==> src/rtl/sdd_defines.svh <==
`ifndef SDD_DEFINES_SVH
`define SDD_DEFINES_SVH

`define SDD_OFF_DESC0 8'h00
`define SDD_OFF_DESC1 8'h04
`define SDD_OFF_DESC2 8'h08
`define SDD_OFF_DESC3 8'h0C
`define SDD_OFF_QUERY 8'h10
`define SDD_OFF_ROW 8'h14
`define SDD_OFF_FACE 8'h18
`define SDD_OFF_SIZE 8'h1C
`define SDD_OFF_BUFCNT 8'h20
`define SDD_OFF_ADDR 8'h24
`define SDD_OFF_STATUS 8'h28
`define SDD_OFF_OFFSET 8'h2C

`define SDD_TYPE_HI 31
`define SDD_TYPE_LO 29
`define SDD_TILED_BIT 28
`define SDD_STRIDE_BIT 12
`define SDD_STROFF_BIT 11
`define SDD_MODE_HI 7
`define SDD_MODE_LO 6
`define SDD_FACE_HI 5
`define SDD_FACE_LO 0
`define SDD_HEIGHT_HI 31
`define SDD_HEIGHT_LO 19
`define SDD_WIDTH_HI 18
`define SDD_WIDTH_LO 6
`define SDD_DEPTH_HI 31
`define SDD_DEPTH_LO 21
`define SDD_QROW_HI 15
`define SDD_QROW_LO 0
`define SDD_QFACE_HI 18
`define SDD_QFACE_LO 16
`define SDD_QMEDIA_BIT 19
`define SDD_SWZ_DST 6
`define SDD_SWZ_SRC 9

`define SDD_RST_WORD 32'h0000_0000
`define SDD_MAX_VOL 13'h07FF
`define SDD_LAST_FACE 3'h5

`endif

==> src/rtl/sdd_pkg.sv <==
package sdd_pkg;

    typedef enum logic [1:0] {
        boundary_normal = 2'h0,
        boundary_reserved = 2'h1,
        boundary_nearest_frame_row = 2'h2,
        boundary_parity_preserving = 2'h3
    } sdd_bmode_t;

    typedef enum logic [2:0] {
        one_dim_surface_type = 3'h0,
        two_dim_surface_type = 3'h1,
        volume_surface_type = 3'h2,
        cube_surface_type = 3'h3,
        buffer_surface_type = 3'h4
    } sdd_stype_t;

    typedef enum logic [1:0] {
        BUS_IDLE = 2'b00,
        BUS_ACK = 2'b01
    } sdd_bus_t;

    typedef enum logic [1:0] {
        QRY_IDLE = 2'b00,
        QRY_CALC = 2'b01,
        QRY_DONE = 2'b11
    } sdd_qry_t;

endpackage

==> src/rtl/sdd_dim_decode.sv <==
`include "sdd_defines.svh"

module sdd_dim_decode (
    input wire sdd_pkg::sdd_stype_t sType,
    input wire logic [12:0] widthField,
    input wire logic [12:0] heightField,
    input wire logic [10:0] depthField,
    input wire logic [5:0] faceMask,
    input wire logic [2:0] faceIdx,
    output logic [13:0] widthCount,
    output logic [13:0] heightCount,
    output logic [26:0] bufCountM1,
    output logic faceFetch,
    output logic rangeErr
);

    logic faceOn;
    logic isCube;

    function automatic logic [13:0] plusOne(input logic [12:0] f);
        plusOne = {1'b0, f} + 14'h0001;
    endfunction

    assign widthCount = plusOne(widthField); // RQ16
    assign heightCount = plusOne(heightField); // RQ15
    // Upper bits of the slices are taken as cleared by software.
    assign bufCountM1 = {depthField[6:0], heightField,
                         widthField[6:0]}; // RQ17 RQ23
    assign faceOn = (faceIdx <= `SDD_LAST_FACE)
                    && faceMask[`SDD_LAST_FACE - faceIdx]; // RQ7
    assign isCube = sType == sdd_pkg::cube_surface_type;
    assign faceFetch = !isCube || faceOn; // RQ6 RQ9
    assign rangeErr = (sType == sdd_pkg::volume_surface_type
                       && (widthField > `SDD_MAX_VOL
                           || heightField > `SDD_MAX_VOL))
                      || (sType == sdd_pkg::one_dim_surface_type
                          && heightField != 13'h0000); // RQ15 RQ16

endmodule

==> src/rtl/sdd_row_clamp.sv <==
module sdd_row_clamp (
    input wire logic signed [15:0] reqRow,
    input wire logic [12:0] heightM1,
    input wire logic fieldMode,
    input wire logic fieldOdd,
    input wire sdd_pkg::sdd_bmode_t mode,
    output logic [15:0] physRow,
    output logic outOfBounds
);

    logic signed [17:0] r;
    logic signed [17:0] h;
    logic signed [17:0] frameHi;
    logic signed [17:0] lr;
    logic signed [17:0] res;

    function automatic logic signed [17:0] clampTo(
        input logic signed [17:0] v,
        input logic signed [17:0] hi
    );
        clampTo = (v < 18'sh0_0000) ? 18'sh0_0000 : ((v > hi) ? hi : v);
    endfunction

    assign r = {{2{reqRow[15]}}, reqRow};
    assign h = {5'h00, heightM1};
    assign frameHi = {4'h0, heightM1, 1'b1};
    assign lr = clampTo(r, h);
    assign outOfBounds = (r < 18'sh0_0000) || (r > h);

    always_comb begin
        // Field rows are interleaved: physical row is twice the logical one plus the odd-field bit.
        res = fieldMode ? {lr[16:0], fieldOdd} : lr; // RQ1 RQ4
        if (mode == sdd_pkg::boundary_nearest_frame_row && fieldMode) begin
            res = clampTo({r[16:0], fieldOdd}, frameHi); // RQ2
        end
        if (mode == sdd_pkg::boundary_parity_preserving && !fieldMode
            && h != 18'sh0_0000) begin
            if (r < 18'sh0_0000) begin
                res = {17'h0_0000, r[0]}; // RQ3
            end else if (r > h) begin
                res = (r[0] == h[0]) ? h : h - 18'sh0_0001; // RQ3
            end
        end
    end

    assign physRow = res[15:0];

endmodule

==> src/rtl/sdd_surface_decode.sv <==
`include "sdd_defines.svh"

// Overview of operation
// (RQ1) Mode 0: out-of-bounds rows clamp within frame or own field.
// (RQ2) Mode 2: clamp to nearest row of whole frame, also in field mode.
// (RQ3) Mode 3: field clamps in field; frame keeps row parity.
// (RQ4) Line-skip 0 is frame mode; 1 is field mode, even or odd rows.
// (RQ5) Boundary mode only for 2D non-array media reads; else zero.
// (RQ6) Six-bit face mask: enabled faces fetch, disabled use border colour.
// (RQ7) Mask bits top down: -X, +X, -Y, +Y, -Z, +Z.
// (RQ8) Software still allocates storage for disabled cube faces.
// (RQ9) Face mask is ignored unless the surface is a cube.
// (RQ10) Second word holds the 32-bit byte base address.
// (RQ11) Tiled surface base addresses are 4KB aligned by software.
// (RQ12) Tiling touches only the offset, never the base address.
// (RQ13) Linear depth buffer bases are 64-byte aligned by software.
// (RQ14) Linear render target bases align to element or two elements.
// (RQ15) Third word 31:19 is height minus one, range by type.
// (RQ16) Third word 18:6 is width minus one, range by type.
// (RQ17) Buffer count minus one: width gives 6:0, height 19:7.
// (RQ18) Software right-justifies count slices and zeroes upper bits.
// (RQ19) With line-skip set, height means one field's height.
// (RQ20) Media block accesses count width in doublewords.
// (RQ21) Cube width equals height, set by software.
// (RQ22) YUV render target width is a multiple of two.
// (RQ23) Depth field gives count bits 26:20, completing 27 bits.
// (RQ24) Reserved boundary mode 1 behaves as mode 0.
////////////////////////////////////////////////////////////////////////
module sdd_surface_decode (
    input wire logic clk,
    input wire logic rst_n,
    input wire logic ce,
    input wire logic [7:0] avs_address,
    input wire logic avs_read,
    input wire logic avs_write,
    input wire logic [31:0] avs_writedata,
    input wire logic [3:0] avs_byteenable,
    output logic [31:0] avs_readdata,
    output logic avs_waitrequest,
    output logic faceFetchOut,
    output logic faceBorderOut
);

    sdd_pkg::sdd_bus_t bus_q;
    sdd_pkg::sdd_qry_t qry_q;
    logic [31:0] desc0_q;
    logic [31:0] desc1_q;
    logic [31:0] desc2_q;
    logic [31:0] desc3_q;
    logic [31:0] query_q;
    logic [31:0] offset_q;
    logic [16:0] rowRes_q;
    logic [31:0] size_q;
    logic [26:0] bufCnt_q;
    logic [31:0] addr_q;
    logic rangeErr_q;
    logic [31:0] rdata_d;
    logic writeHit;
    logic readTake;
    logic startQ;
    logic calcNow;
    sdd_pkg::sdd_stype_t sType;
    sdd_pkg::sdd_bmode_t modeRaw;
    sdd_pkg::sdd_bmode_t modeEff;
    logic [12:0] hField;
    logic [12:0] wField;
    logic [10:0] dField;
    logic [5:0] faceMask;
    logic [2:0] faceIdx;
    logic signed [15:0] reqRow;
    logic fieldMode;
    logic fieldOdd;
    logic media;
    logic tiled;
    logic modeApplies;
    logic progErr;
    logic [15:0] physRow;
    logic rowOob;
    logic [13:0] widthCount;
    logic [13:0] heightCount;
    logic [26:0] bufCountM1;
    logic faceFetch;
    logic rangeErr;

    ////////////////////////////////////////////////////////////////////
    // Helpers.

    function automatic logic [31:0] mergeBe(
        input logic [31:0] old,
        input logic [31:0] data,
        input logic [3:0] be
    );
        for (int i = 0; i < 4; i++) begin
            mergeBe[i*8 +: 8] = be[i] ? data[i*8 +: 8] : old[i*8 +: 8];
        end
    endfunction

    // Bank swizzle applied to the offset only, so the base stays intact.
    function automatic logic [31:0] tileOffset(
        input logic [31:0] off,
        input logic isTiled
    );
        tileOffset = off;
        if (isTiled) begin
            tileOffset[`SDD_SWZ_DST] = off[`SDD_SWZ_DST] ^ off[`SDD_SWZ_SRC];
        end
    endfunction

    ////////////////////////////////////////////////////////////////////
    // Descriptor fields.

    assign sType = sdd_pkg::sdd_stype_t'(desc0_q[`SDD_TYPE_HI:`SDD_TYPE_LO]);
    assign modeRaw =
        sdd_pkg::sdd_bmode_t'(desc0_q[`SDD_MODE_HI:`SDD_MODE_LO]);
    assign faceMask = desc0_q[`SDD_FACE_HI:`SDD_FACE_LO];
    assign fieldMode = desc0_q[`SDD_STRIDE_BIT]; // RQ4
    assign fieldOdd = fieldMode && desc0_q[`SDD_STROFF_BIT]; // RQ4
    assign tiled = desc0_q[`SDD_TILED_BIT];
    assign hField = desc2_q[`SDD_HEIGHT_HI:`SDD_HEIGHT_LO]; // RQ15
    assign wField = desc2_q[`SDD_WIDTH_HI:`SDD_WIDTH_LO]; // RQ16
    assign dField = desc3_q[`SDD_DEPTH_HI:`SDD_DEPTH_LO];
    assign reqRow = $signed(query_q[`SDD_QROW_HI:`SDD_QROW_LO]);
    assign faceIdx = query_q[`SDD_QFACE_HI:`SDD_QFACE_LO];
    assign media = query_q[`SDD_QMEDIA_BIT];

    assign modeApplies = sType == sdd_pkg::two_dim_surface_type
                         && dField == 11'h000 && media; // RQ5
    assign progErr = modeRaw != sdd_pkg::boundary_normal
                     && !(sType == sdd_pkg::two_dim_surface_type
                          && dField == 11'h000); // RQ5

    always_comb begin
        modeEff = modeRaw;
        if (!modeApplies || modeRaw == sdd_pkg::boundary_reserved) begin
            modeEff = sdd_pkg::boundary_normal; // RQ5 RQ24
        end
    end

    ////////////////////////////////////////////////////////////////////
    // Decoders.

    sdd_row_clamp u_row (
        .reqRow(reqRow),
        .heightM1(hField),
        .fieldMode(fieldMode),
        .fieldOdd(fieldOdd),
        .mode(modeEff),
        .physRow(physRow),
        .outOfBounds(rowOob)
    );

    sdd_dim_decode u_dim (
        .sType(sType),
        .widthField(wField),
        .heightField(hField),
        .depthField(dField),
        .faceMask(faceMask),
        .faceIdx(faceIdx),
        .widthCount(widthCount),
        .heightCount(heightCount),
        .bufCountM1(bufCountM1),
        .faceFetch(faceFetch),
        .rangeErr(rangeErr)
    );

    ////////////////////////////////////////////////////////////////////
    // Bus slave: one wait cycle, then a single acknowledge cycle.

    assign writeHit = bus_q == sdd_pkg::BUS_ACK && avs_write;
    assign readTake = bus_q == sdd_pkg::BUS_IDLE && avs_read;

    always_ff @(posedge clk or negedge rst_n) begin
        if (!rst_n) begin
            bus_q <= sdd_pkg::BUS_IDLE;
            avs_waitrequest <= 1'b1;
        end else if (ce) begin
            unique case (bus_q)
                sdd_pkg::BUS_IDLE: begin
                    if (avs_read || avs_write) begin
                        bus_q <= sdd_pkg::BUS_ACK;
                        avs_waitrequest <= 1'b0;
                    end
                end
                sdd_pkg::BUS_ACK: begin
                    bus_q <= sdd_pkg::BUS_IDLE;
                    avs_waitrequest <= 1'b1;
                end
            endcase
        end
    end

    always_comb begin
        unique case (avs_address)
            `SDD_OFF_DESC0: rdata_d = desc0_q;
            `SDD_OFF_DESC1: rdata_d = desc1_q; // RQ10
            `SDD_OFF_DESC2: rdata_d = desc2_q;
            `SDD_OFF_DESC3: rdata_d = desc3_q;
            `SDD_OFF_QUERY: rdata_d = query_q;
            `SDD_OFF_OFFSET: rdata_d = offset_q;
            `SDD_OFF_ROW: rdata_d = {15'h0000, rowRes_q};
            `SDD_OFF_FACE: rdata_d = {30'h0000_0000, faceBorderOut,
                                      faceFetchOut};
            `SDD_OFF_SIZE: rdata_d = size_q;
            `SDD_OFF_BUFCNT: rdata_d = {5'h00, bufCnt_q};
            `SDD_OFF_ADDR: rdata_d = addr_q;
            `SDD_OFF_STATUS: rdata_d = {27'h000_0000, rangeErr_q, progErr,
                                        modeRaw == sdd_pkg::boundary_reserved,
                                        qry_q == sdd_pkg::QRY_DONE,
                                        qry_q == sdd_pkg::QRY_CALC};
            default: rdata_d = `SDD_RST_WORD;
        endcase
    end

    always_ff @(posedge clk or negedge rst_n) begin
        if (!rst_n) begin
            avs_readdata <= `SDD_RST_WORD;
        end else if (ce && readTake) begin
            avs_readdata <= rdata_d;
        end
    end

    ////////////////////////////////////////////////////////////////////
    // Descriptor and query registers.

    always_ff @(posedge clk or negedge rst_n) begin
        if (!rst_n) begin
            desc0_q <= `SDD_RST_WORD;
            desc1_q <= `SDD_RST_WORD;
            desc2_q <= `SDD_RST_WORD;
            desc3_q <= `SDD_RST_WORD;
            offset_q <= `SDD_RST_WORD;
        end else if (ce && writeHit) begin
            unique case (avs_address)
                `SDD_OFF_DESC0: begin
                    desc0_q <= mergeBe(desc0_q, avs_writedata, avs_byteenable);
                end
                `SDD_OFF_DESC1: begin
                    desc1_q <= mergeBe(desc1_q, avs_writedata, avs_byteenable);
                end
                `SDD_OFF_DESC2: begin
                    desc2_q <= mergeBe(desc2_q, avs_writedata, avs_byteenable);
                end
                `SDD_OFF_DESC3: begin
                    desc3_q <= mergeBe(desc3_q, avs_writedata, avs_byteenable);
                end
                `SDD_OFF_OFFSET: begin
                    offset_q <= mergeBe(offset_q, avs_writedata,
                                        avs_byteenable);
                end
                default: ;
            endcase
        end
    end

    assign startQ = writeHit && avs_address == `SDD_OFF_QUERY;

    always_ff @(posedge clk or negedge rst_n) begin
        if (!rst_n) begin
            query_q <= `SDD_RST_WORD;
        end else if (ce && startQ) begin
            query_q <= mergeBe(query_q, avs_writedata, avs_byteenable);
        end
    end

    ////////////////////////////////////////////////////////////////////
    // Query sequencer: results settle one cycle after the query lands.

    always_ff @(posedge clk or negedge rst_n) begin
        if (!rst_n) begin
            qry_q <= sdd_pkg::QRY_IDLE;
        end else if (ce) begin
            unique case (qry_q)
                sdd_pkg::QRY_IDLE: begin
                    if (startQ) qry_q <= sdd_pkg::QRY_CALC;
                end
                sdd_pkg::QRY_CALC: qry_q <= sdd_pkg::QRY_DONE;
                sdd_pkg::QRY_DONE: begin
                    if (startQ) qry_q <= sdd_pkg::QRY_CALC;
                end
                default: qry_q <= sdd_pkg::QRY_IDLE;
            endcase
        end
    end

    assign calcNow = ce && qry_q == sdd_pkg::QRY_CALC;

    always_ff @(posedge clk or negedge rst_n) begin
        if (!rst_n) begin
            rowRes_q <= 17'h0_0000;
        end else if (calcNow) begin
            rowRes_q <= {rowOob, physRow}; // RQ1 RQ2 RQ3
        end
    end

    always_ff @(posedge clk or negedge rst_n) begin
        if (!rst_n) begin
            faceFetchOut <= 1'b0;
            faceBorderOut <= 1'b0;
        end else if (calcNow) begin
            faceFetchOut <= faceFetch; // RQ6 RQ9
            faceBorderOut <= !faceFetch; // RQ6
        end
    end

    always_ff @(posedge clk or negedge rst_n) begin
        if (!rst_n) begin
            size_q <= `SDD_RST_WORD;
            bufCnt_q <= 27'h000_0000;
            rangeErr_q <= 1'b0;
        end else if (calcNow) begin
            // Width unit flag and field-height flag ride above the counts.
            size_q <= {2'b00, media, fieldMode, heightCount,
                       widthCount}; // RQ15 RQ16 RQ19 RQ20
            bufCnt_q <= bufCountM1; // RQ17 RQ23
            rangeErr_q <= rangeErr;
        end
    end

    always_ff @(posedge clk or negedge rst_n) begin
        if (!rst_n) begin
            addr_q <= `SDD_RST_WORD;
        end else if (calcNow) begin
            addr_q <= desc1_q + tileOffset(offset_q, tiled); // RQ10 RQ12
        end
    end
endmodule
==> config.mk <==
export PLATFORM = sky130hd
export DESIGN_NAME = sdd_surface_decode
export DESIGN_NICKNAME = d
export VERILOG_FILES = /design/src/rtl/sdd_pkg.sv /design/src/rtl/sdd_dim_decode.sv /design/src/rtl/sdd_row_clamp.sv /design/src/rtl/sdd_surface_decode.sv
export VERILOG_INCLUDE_DIRS = /design/src /design/src/rtl
export SDC_FILE = /design/constraint.sdc
export NUM_CORES = 1
export LEC_CHECK = 0
export BUFFER_PORTS_ARGS = -buffer_cell sky130_fd_sc_hd__buf_2
export CAP_MARGIN = 15
export CELL_PAD_IN_SITES_DETAIL_PLACEMENT = 0
export CELL_PAD_IN_SITES_GLOBAL_PLACEMENT = 1
export CORE_MARGIN = 2
export CORE_UTILIZATION = 30
export CTS_CLUSTER_SIZE = 14
export DETAILED_ROUTE_END_ITERATION = 16
export PLACE_DENSITY = 0.62
export SYNTH_ARGS = -nofsm -noshare
export SYNTH_HDL_FRONTEND = slang
export SYNTH_SLANG_ARGS = --single-unit
==> constraint.sdc <==
create_clock -name clk -period 4.3 [get_ports clk]
set_clock_uncertainty 0.1 [all_clocks]
set_input_delay 0.215 -clock clk [delete_from_list [all_inputs] [get_ports clk]]
set_output_delay 0.215 -clock clk [all_outputs]
set_load 0.01 [all_outputs]
# == After elaboration in Yosys (flattened, before gate mapping) ==
# Cells that the tools add are included.
# totals
ff_bits,338
latchBits,0
mem_bits_rw,0
romBits,0
input_bits,49
out_inout_bits,35
wordCells,157
n_memories,0
# op_classes
n_addsub,5
mul,0
div,0
n_lt_le_gt_ge,8
n_eq_ne,23
shift,0
muxes,22
bitwise,1
reduce_logical,63
# op_table
cell,count
$pmux 32 s12,1
$mux 16,10
$reduce_and 3->1,20
$add 32x32->32,1
$eq 8x5->1 const B,4
$eq 8x6->1 const B,4
$add 13x1->14 const B,2
$gt 13x11->1 const B,2
$reduce_bool 18->1,1
$gt 17x15->1,1
$logic_and 1x1->1,17
$lt 17x1->1 const B,1
$eq 8x4->1 const B,2
$gt 16x14->1,1
$lt 16x1->1 const B,1
$sub 13x1->14 const B,1
$reduce_bool 13->1,1
$reduce_and 2->1,6
$logic_not 11->1,1
$eq 8x3->1 const B,1
$logic_not 8->1,1
$pmux 2 s2,2
$eq 2x1->1 const B,3
$eq 2x2->1 const B,3
18 further kinds,35

# == Longest topological paths before layout ==
# Gate-level depths: netlist (run 1).
# depth
word_depth,12
depth_mapped,12
depth_no_buf,11

# == Hierarchy ==
# From an unflattened synthesis (run 1), not the netlist that was laid out.
# unflattened
cells_unflattened,1928
area_unflattened_um2,19133.4
# by_module_without_submodules
mod,n_inst,cells_each,area_each_um2,seq_area_each_um2
sdd_surface_decode,1,1562,16552.1,8434.3
sdd_row_clamp,1,253,1776.7,0.0
sdd_dim_decode,1,113,804.5,0.0

# == Worst setup path after synthesis (run 1) ==
# OpenSTA, ideal clock, no wires.
# synth_timing
path_type,register to register
startpoint,reg desc2_q[30]
endpoint,reg rowRes_q[13]
setup_ns,0.065
arrival_ns,2.766
required_ns,4.135
path_slack_ns,1.369
path_stages_with_launch,12
path_buffers,1
period_less_slack_ns,2.931
path_cell_list,dfrtp_1 -> clkbuf_1 -> clkinv_1 -> ha_1 -> and3_1 -> and4_1 -> nor3b_1 -> o21ai_4 -> nor3_1 -> nand4_1 -> nand2_1 -> o22a_1
# synth_via
elab_chain_len,8
word_cells_on_any_way,15
classes_between,add/sub: 1; order compare: 2; mux: 10; reduce/logical: 2
# synth_lines
element,line_no,source
start: declaration,sdd_surface_decode.sv:48,logic [31:0] desc2_q;
start signal: assignment,sdd_surface_decode.sv:229,desc2_q <= `SDD_RST_WORD;
start signal: assignment,sdd_surface_decode.sv:241,"desc2_q <= mergeBe(desc2_q, avs_writedata, avs_byteenable);"
$gt 16x14->1,"sdd_row_clamp.sv:21, sdd_row_clamp.sv:40",
$mux 16 (2 in series),sdd_row_clamp.sv:21,clampTo = (v < 18'sh0_0000) ? 18'sh0_0000 : ((v > hi) ? hi : v);
$mux 16,sdd_row_clamp.sv:32,"res = fieldMode ? {lr[16:0], fieldOdd} : lr;"
$mux 16,sdd_row_clamp.sv:33,if (mode == sdd_pkg::boundary_nearest_frame_row && fieldMode) begin
$mux 16,sdd_row_clamp.sv:40,end else if (r > h) begin
$mux 16,sdd_row_clamp.sv:38,if (r < 18'sh0_0000) begin
$mux 16 *,sdd_row_clamp.sv:36,if (mode == sdd_pkg::boundary_parity_preserving && !fieldMode
end signal: assignment,sdd_surface_decode.sv:291,"rowRes_q <= {rowOob, physRow};"
end: declaration,sdd_surface_decode.sv:52,logic [16:0] rowRes_q;
# Every way passes the cells marked *; elsewhere a longest branch is shown, timed or not.
# A chain may end at the register's enable or synchronous reset.

# == Final worst setup path (run 1) ==
# layout_timing
startpoint,reg desc0_q[28]
endpoint,reg addr_q[29]
# layout_via
elab_chain_len,3
# layout_lines
element,line_no,source
start: declaration,sdd_surface_decode.sv:46,logic [31:0] desc0_q;
start signal: assignment,sdd_surface_decode.sv:227,desc0_q <= `SDD_RST_WORD;
start signal: assignment,sdd_surface_decode.sv:235,"desc0_q <= mergeBe(desc0_q, avs_writedata, avs_byteenable);"
$mux 1,sdd_surface_decode.sv:104,if (isTiled) begin
$mux 1,sdd_surface_decode.sv:322,end else if (calcNow) begin
$add 32x32->32,sdd_surface_decode.sv:323,"addr_q <= desc1_q + tileOffset(offset_q, tiled);"
end signal: assignment,sdd_surface_decode.sv:321,addr_q <= `SDD_RST_WORD;
end signal: assignment,sdd_surface_decode.sv:323,
end: declaration,sdd_surface_decode.sv:55,logic [31:0] addr_q;
# Every way passes these cells. The select of a mux whose other input is x is not followed.

==> results of run 1 <==
## worst min-delay path, stage by stage
cell and delay [ns]:
buf_2 0.09, nor3_1 0.09, a21oi_1 0.21, o21ai_0 0.10
## repair_timing
item / CTS / global route
hold endpoints to repair: 285 / 0
resized for setup: 0 / 0
hold buffers: 37 / 0
## cell type report
cell class | instances | area (um2) | share of cell area
Inverter | 31 | 116 | 0.00555
Tap cell | 773 | 967 | 0.0462
Multi-Input combinational cell | 1225 | 8890 | 0.424
Clock buffer | 64 | 1200 | 0.0574
Sequential cell | 337 | 8430 | 0.403
Timing Repair Buffer | 176 | 1250 | 0.0598
Clock inverter | 7 | 88.8 | 0.00424
## cell families (layout without fill, tap and decap cells)
kind of cell    count (synthesis)  after routing  synth area share
compound gates                442            442             0.177
buf+inv                       126            278            0.0280
mux                           215            215             0.136
simple gates                  463            463             0.121
xor+xnor                       51             51            0.0252
flops                         337            337             0.475
fa+ha+maj                      54             54            0.0385
## Yosys cell counts (14+ instances only)
cell and count:
dfrtp_1 336, nand2_1 222, mux2_2 195, o21ai_0 116
clkbuf_1 75, nor2_1 70, a221oi_1 57, a22oi_1 53
ha_1 53, nand3_1 37, xnor2_1 37, a22o_1 28
a31oi_1 28, a21oi_1 27, inv_1 27, nor3_1 26
a21o_1 24, and3_1 20, mux2i_1 19, a222oi_1 15
xor2_1 14
## layer usage
layer,track usage,up-vias,share of wire
li1,-,6547,-
met1,0.292,7532,0.46
met2,0.346,405,0.47
met3,0.0267,92,0.045
met4,0.0638,0,0.026
met5,0,-,0
## stage by stage
stage | instances | setup WS, ns | total power [uW]
after floorplan | 1688 | 1.37 | 3890
after global placement | 2505 | 0.663 | 4290
after detailed placement | 2505 | 0.682 | 4300
after CTS | 2613 | 0.644 | 7740
after global routing | 2613 | 0.438 | 7970
final | 2613 | 0.599 | 7650
## sequential cells by signal (all words and copies together) (netlist names)
name,flops
faceBorderOut,1
desc2_q,32
offset_q,32
bus_q,1
bufCnt_q,27
desc3_q,32
avs_waitrequest,1
desc0_q,32
avs_readdata,32
rangeErr_q,1
size_q,30
addr_q,32
query_q,32
faceFetchOut,1
rowRes_q,17
desc1_q,32
qry_q,2
## path summary, 6_finish.rpt
check                                from               to  slack (ns)  depth (start not counted)
setup / recovery              desc0_q[28]       addr_q[29]        0.60                         11
setup reg to reg              desc0_q[28]       addr_q[29]        0.60                         11
max in group asynchronous           rst_n     offset_q[15]        2.84                          3
min in group asynchronous           rst_n       addr_q[25]        0.16                          2
hold / removal             avs_address[0]  avs_readdata[0]        0.10                          4
hold reg to reg                 addr_q[4]        addr_q[4]        0.38                          1
## report_power, final
| group | internal, uW | total (uW) | switching (uW) |
|---|---|---|---|
| clock | 2030 | 3400 | 1370 |
| combinational | 264 | 834 | 571 |
| sequential | 3310 | 3420 | 108 |
| total | 5600 | 7650 | 2050 |
==> impl_metrics.toml, run 1 <==
[final_layout]
area_delta_synth_final_pct = 18.0
layout_commonest_cell = "dfrtp_1"
fill_cells = 5963
fin_area_um2 = 21000
final_cell_mix = "336 x dfrtp_1, 221 x nand2_1, 195 x mux2_2"
drive_above_1_share = 0.228
diodes = 0
fin_util = 0.356
layout.nets = 1914

[sta]
rsz0062_at_grt = "no"
clock.fmax_ghz = 0.270
whs_ns = 0.105
drv_slew = 0
finalSetupViolations = 0
fin_setup_tns_ns = 0
period_share = 0.861
slew_headroom = 0.321
min_period_ns = 3.70
tightest_slew_ns = 1.02
hold_viol_final = 0

[floorplan]
core_um2 = 58800
dieHeight_um = 247
fp-row-count = 89
die_w_um = 247
dieArea_um2 = 61200
ios = 84
start_util = 0.302

[synth]
ys_warn_count = 0
synth_area_per_cell_um2 = 10.5
ys_seq_area_frac = 0.475
synthTopCellsByArea = "dfrtp_1 47%, mux2_2 12%, nand2_1 4.7%"
ys_seq_elements = 337
synthCells = 1688
synth_top_cell_area_share = 0.474
synth_edf_count = 0
synthArstFlopShare = 1.00
yosys.area.top_type = "dfrtp_1"
synthesis.area_um2 = 17800
syn-num-nets = 1791
synthFlopType = "dfrtp_1"
netlist-cell-type-count = 78

[power_and_ir_drop]
p_leak_uw = 0.00977
powerDensity_nw_per_um2 = 365
vdd_ir_drop_max_mv = 0.212

[cts]
insertion_delay_ns = 0.56
postCtsSetupRepairBufs = 0
cts_max_level = 2
clk_pin_slew_ns = 0.06
ctsLongestPathBuffers = 3
cts_sinks = 337
root_buffer = "clkbuf_16"
cts_made_buffers = 40
cts_tree = "done"

[routing]
drtPass1Iterations = 6
num_vias = 14600
ant_nets = 0
routed_wl_um = 64400
viasPerCell = 5.58
first_iter_violations = 1119
drc = 0
wl_per_cell_um = 24.6

[grt]
grt_pass1_wl_um = 96900
grt_usage = 0.212
grt_pass1_vias = 14600
overflow = 0
antenna_found_initial = 0
grt_max_degree = 97

[place]
place.gp.congestion = 0.911
dpl_cell_area_um2 = 19300
place_hpwl_um = 46200
port_buffers = 83

[outcome]
status = "finished, final reports clean"

[setup_path]
critPathBufInv = 0
critPathArrivalTime_ns = 4.03
cp_top_family = "compound AO/OA/AOI/OAI gates"
endpoint_kind = "flip-flop"
slowest_delay_ns = 0.60
path_max_fanout = 6
crit_slowest_cell = "o21ai_0"
crit_type = "flip-flop to flip-flop"
worstPathCellList = "nand2_1 -> xnor2_1 -> ha_1 -> and4_1 -> a221oi_1 -> o21ai_0 -> o21ai_0 -> a21o_1 -> a211oi_1 -> or3_1 -> o311ai_0"
crit_top_cell = "o21ai_0"
cp-start-kind = "flip-flop"
cp.required_ns = 4.63

[min_path]
hold_path_class = "input port to flip-flop"

[flow_run]
maxCapViolCount = 0
No activity file was read; power rests on OpenSTA's default activity.
==> inputs of run 2 (changes only) <==
--- a/config.mk
+++ b/config.mk
@@ -10,6 +10,7 @@
 export CAP_MARGIN = 15
 export CELL_PAD_IN_SITES_DETAIL_PLACEMENT = 0
 export CELL_PAD_IN_SITES_GLOBAL_PLACEMENT = 1
+export CORE_ASPECT_RATIO = 2
 export CORE_MARGIN = 2
 export CORE_UTILIZATION = 30
 export CTS_CLUSTER_SIZE = 14
==> run 2 against run 1 <==
Global-route usage increased by 3.3 points. Sequential cell count is the same. Register-to-register slack lost 0.28 ns. Wire length grew 16%. First-iteration DRC count rose by 3.2%. Combinational power increased by 5.0%. Via count grew 0.93%. Sequential share of layout area fell by 0.29 points. Cell area is 0.72% higher. Critical path type unchanged. Critical endpoint is now addr_q[30]. Largest cell class unchanged.
==> impl_metrics.toml, run 2 (synthesis results as in run 1) <==
[final_layout]
fin_util = 0.359
fill_cells = 5943
final_cell_mix = "336 x dfrtp_1, 221 x nand2_1, 195 x mux2_2"
layout.nets = 1928
area_delta_synth_final_pct = 18.8
diodes = 0
layout_commonest_cell = "dfrtp_1"
drive_above_1_share = 0.236

[sta]
finalSetupViolations = 0
clock.fmax_ghz = 0.251
fin_setup_tns_ns = 0
tightest_slew_ns = 1.09
hold_viol_final = 0
drv_slew = 0
min_period_ns = 3.98
slew_headroom = 0.271
fin_ws_ns = 0.315
period_share = 0.927
whs_ns = 0.160
rsz0062_at_grt = "no"

[setup_path]
slowest_delay_ns = 0.62
crit_slowest_cell = "a211oi_1"
cp-start-kind = "flip-flop"
cp.required_ns = 4.63
path_max_fanout = 5
critPathArrivalTime_ns = 4.31
worstPathCellList = "ha_1 -> inv_1 -> fa_1 -> nor2b_1 -> o31a_1 -> o21a_1 -> a221oi_1 -> buf_4 -> a211oi_1 -> o21ai_0 -> a21o_1 -> a31o_2"
crit_type = "flip-flop to flip-flop"
endpoint_kind = "flip-flop"

[routing]
ant_nets = 0
wl_per_cell_um = 28.5
drc = 0
routed_wl_um = 74600
drtPass1Iterations = 7
num_vias = 14700
viasPerCell = 5.62
first_iter_violations = 1155

[grt]
antenna_found_initial = 1
overflow = 0
grt.busiest_layer = "met2"
globalRouteMet2Util = 0.472
grt_pass1_wl_um = 108000
grt_usage = 0.244
grt_pass1_vias = 15400
met3_usage = 0.0216
grt_max_degree = 98
use_met1 = 0.234

[floorplan]
core_um2 = 58800
fp-row-count = 126
dieHeight_um = 348
ios = 84
die_w_um = 176
start_util = 0.302
dieArea_um2 = 61300

[outcome]
status = "finished, final reports clean"

[cts]
clk_pin_slew_ns = 0.07
cts_made_buffers = 35
cts_max_level = 2
cts_tree = "done"
cts.repair.resized = 0
ctsLongestPathBuffers = 3
cts_sinks = 337
root_buffer = "clkbuf_16"
insertion_delay_ns = 0.55

[power_and_ir_drop]
power_switching_share = 0.268
seqPwrFrac = 0.438
power_frac_clock = 0.450
vdd_ir_drop_max_mv = 0.188
powerDensity_nw_per_um2 = 370
finalPower_uw = 7810
p_comb_frac = 0.112
p_int_uw = 5710
p_leak_uw = 0.00987
power_switching_uw = 2090

[flow_run]
maxCapViolCount = 0

[place]
place_hpwl_um = 56500
port_buffers = 83
place_worst_setup_slack_ns = 0.327
place.gp.congestion = 0.939

[min_path]
hold_path_class = "input port to flip-flop"
## run 2: area by class of cell
class,count,area (um2),area share
Sequential cell,337,8430,0.400
Multi-Input combinational cell,1225,8900,0.422
Clock inverter,11,238,0.0113
Inverter,31,116,0.00551
Tap cell,768,961,0.0455
Clock buffer,52,1060,0.0503
Timing Repair Buffer,195,1400,0.0662
## run 2: critical path: cells and delay by family, from the launching register on
kind | cells | cell delay [ns]
buffers and inverters | 2 | 0.25
DFF | 1 | 0.38
and+or+nand+nor | 1 | 0.21
AOI/OAI and AO/OA | 7 | 2.28
adders and majority gates | 2 | 0.63
## run 2: routing by layer
layer / vias up / routed length (um)
met3: 227 / 2030
li1: 6545 / -
met2: 447 / 41300
met1: 7492 / 24700
met5: - / 0
met4: 0 / 6510
## run 2: worst paths after layout
| kind | startpoint | to | slack (ns) | cells after the start |
|---|---|---|---|---|
| min | avs_address[3] | avs_readdata[0] | 0.16 | 5 |
| max reg2reg | desc1_q[0] | addr_q[30] | 0.32 | 12 |
| min in group asynchronous | rst_n | avs_readdata[31] | 0.23 | 2 |
| max | desc1_q[0] | addr_q[30] | 0.32 | 12 |
| max in group asynchronous | rst_n | desc1_q[15] | 2.82 | 3 |
| min reg2reg | addr_q[27] | addr_q[27] | 0.38 | 2 |
## run 2: timing repair
| action | CTS | global route |
|---|---|---|
| hold buffers | 37 | 0 |
| setup endpoints to repair | 0 | 0 |
| endpoints found under the hold margin | 286 | 0 |
| buffers inserted | 0 | 0 |
## run 2: per-stage QoR
step / instance area, um2 / std cells
CTS: 21100 / 2619
global placement: 19400 / 2519
finish: 21100 / 2619
floorplan: 17800 / 1688
global route: 21100 / 2619
detailed placement: 19400 / 2519
## run 2: power by group through the flow
stage | Sequential [uW] | Clock [uW] | Combinational, uW
after floorplan | 3460 | 0 | 437
after global placement | 3480 | 0 | 849
after detailed placement | 3480 | 0 | 856
after CTS | 3420 | 3560 | 885
after global routing | 3430 | 3680 | 953
final | 3420 | 3510 | 876
==> inputs of run 3 (changes only) <==
--- a/config.mk
+++ b/config.mk
@@ -6,7 +6,7 @@
 export SDC_FILE = /design/constraint.sdc
 export NUM_CORES = 1
 export LEC_CHECK = 0
-export BUFFER_PORTS_ARGS = -buffer_cell sky130_fd_sc_hd__buf_2
+export BUFFER_PORTS_ARGS = -buffer_cell sky130_fd_sc_hd__buf_4
 export CAP_MARGIN = 15
 export CELL_PAD_IN_SITES_DETAIL_PLACEMENT = 0
 export CELL_PAD_IN_SITES_GLOBAL_PLACEMENT = 1
==> run 3 against run 2 <==
Wire length fell by 1.4%. Critical path depth shrank 1. Sequential power hardly changed. Fmax is 9.1% higher. First-iteration DRC count down 8.6%. Die area is the same. Power down 3.3%. Global-route usage fell by 0.35 points. Clock-buffer cell count rose by 5. Critical endpoint is now addr_q[29]. Largest power group is now sequential cells.
==> impl_metrics.toml, run 3 (synthesis results as in run 1) <==
[outcome]
status = "finished, final reports clean"

[routing]
routed_wl_um = 73600
ant_nets = 0
first_iter_violations = 1056
viasPerCell = 5.59
drtPass1Iterations = 6
wl_per_cell_um = 28.1
drc = 0
num_vias = 14600

[power_and_ir_drop]
power_switching_uw = 2090
powerDensity_nw_per_um2 = 356
p_comb_frac = 0.120
power_frac_clock = 0.424
p_leak_uw = 0.00987
seqPwrFrac = 0.456
finalPower_uw = 7550
power_switching_share = 0.277
p_int_uw = 5460
vdd_ir_drop_max_mv = 0.221

[final_layout]
drive_above_1_share = 0.234
area_delta_synth_final_pct = 19.3
layout_commonest_cell = "dfrtp_1"
fin_util = 0.360
layout.nets = 1930
final_cell_mix = "336 x dfrtp_1, 221 x nand2_1, 195 x mux2_2"
fill_cells = 5939
layout.cells.non_filler = 2620
diodes = 0

[floorplan]
dieArea_um2 = 61300
ios = 84
die_w_um = 176
dieHeight_um = 348
start_util = 0.302
core_um2 = 58800
fp-row-count = 126

[place]
place.gp.congestion = 0.935
dp.cells = 2522
place_worst_setup_slack_ns = 0.766
port_buffers = 83
place_hpwl_um = 56300

[setup_path]
rr_startpoint = "desc0_q[28]"
crit_type = "flip-flop to flip-flop"
timing.critical_path.from = "desc0_q[28]"
endpoint_kind = "flip-flop"
endpoint = "addr_q[29]"
rr_endpoint = "addr_q[29]"
ff2ff_setup_slack_ns = 0.65
critPathArrivalTime_ns = 3.97
cp-start-kind = "flip-flop"
slowest_delay_ns = 0.58
worstPathCellList = "nand2_1 -> xnor2_1 -> ha_1 -> and4_1 -> a221oi_1 -> o21ai_0 -> o21ai_0 -> a21o_1 -> a211oi_1 -> or3_1 -> o311ai_0"
crit_top_cell = "o21ai_0"
crit_slowest_cell = "o21ai_0"
r2r_cells = 11
path_max_fanout = 6
cp.required_ns = 4.62

[sta]
tightest_slew_ns = 1.12
finalSetupViolations = 0
fin_setup_tns_ns = 0
hold_viol_final = 0
clock.fmax_ghz = 0.274
min_period_ns = 3.65
fin_ws_ns = 0.646
slew_headroom = 0.253
period_share = 0.850
rsz0062_at_grt = "no"
drv_slew = 0

[cts]
cts_sinks = 337
clk_pin_slew_ns = 0.07
cts_max_level = 2
cts.repair.resized = 0
ctsLongestPathBuffers = 3
insertion_delay_ns = 0.55
ctsHoldBuffers = 37
cts_tree = "done"
postCtsSetupRepairBufs = 0
cts_made_buffers = 34
root_buffer = "clkbuf_16"

[grt]
grt_pass1_wl_um = 108000
met3_usage = 0.0205
grt_usage = 0.241
grt.busiest_layer = "met2"
grt_max_degree = 104
overflow = 0
antenna_found_initial = 0
grt_pass1_vias = 15600
use_met1 = 0.239
globalRouteMet2Util = 0.455

[min_path]
hold_path_class = "input port to flip-flop"

[flow_run]
maxCapViolCount = 0
run 3: cell count changes in the layout (fill, tap and decap cells not counted), sizes merged:
cell | previous run | this run
bufinv | 7 | 2
clkbuf | 52 | 57
buf | 158 | 161
clkinv | 8 | 6
run 3: per-layer routing:
layer	vias to the layer above	share of wire
li1	6557	-
met1	7468	0.34
met2	425	0.54
met3	199	0.028
met4	0	0.088
met5	-	0
run 3: how the worst min path moves through the flow:
stage	from	slack [ns]	endpoint	cells after the start
after global routing	avs_address[3]	0.19	avs_readdata[0]	5
after global placement	rst_n	0.17	avs_readdata[0]	1
final	avs_address[3]	0.14	avs_readdata[0]	5
after floorplan	rst_n	-0.18	addr_q[0]	0
after detailed placement	rst_n	0.19	avs_readdata[31]	1
after CTS	avs_address[3]	0.12	avs_readdata[0]	5
run 3: area by class of cell:
cell class | instances | area (um2) | share of cell area
clock buffer | 57 | 1090 | 0.0515
clock inverter | 4 | 70.1 | 0.00331
multi-input combinational | 1225 | 8900 | 0.420
timing repair buffer | 198 | 1610 | 0.0761
tap | 768 | 961 | 0.0454
inverter | 31 | 116 | 0.00549
sequential | 337 | 8430 | 0.398
run 3: stage by stage:
step / cell area [um2] / hold slack, ns
5_1_grt: 21200 / 0.189
3_3_place_gp: 19600 / 0.172
4_1_cts: 21200 / 0.117
6_report: 21200 / 0.138
2_1_floorplan: 17800 / -0.181
3_5_place_dp: 19600 / 0.185
run 3: power groups by stage:
| stage | combinational, uW | clock (uW) | sequential [uW] |
|---|---|---|---|
| floorplan | 437 | 0 | 3460 |
| global route | 992 | 3350 | 3450 |
| detailed placement | 886 | 0 | 3510 |
| global placement | 878 | 0 | 3500 |
| CTS | 915 | 3250 | 3450 |
| finish | 909 | 3200 | 3440 |
run 3: critical path: cells and delay by family (launching register included):
| family | cells | cell delay, ns |
|---|---|---|
| fa+ha+maj | 1 | 0.36 |
| xor+xnor | 1 | 0.14 |
| compound gates | 6 | 1.76 |
| flops | 1 | 0.44 |
| simple gates | 3 | 0.73 |
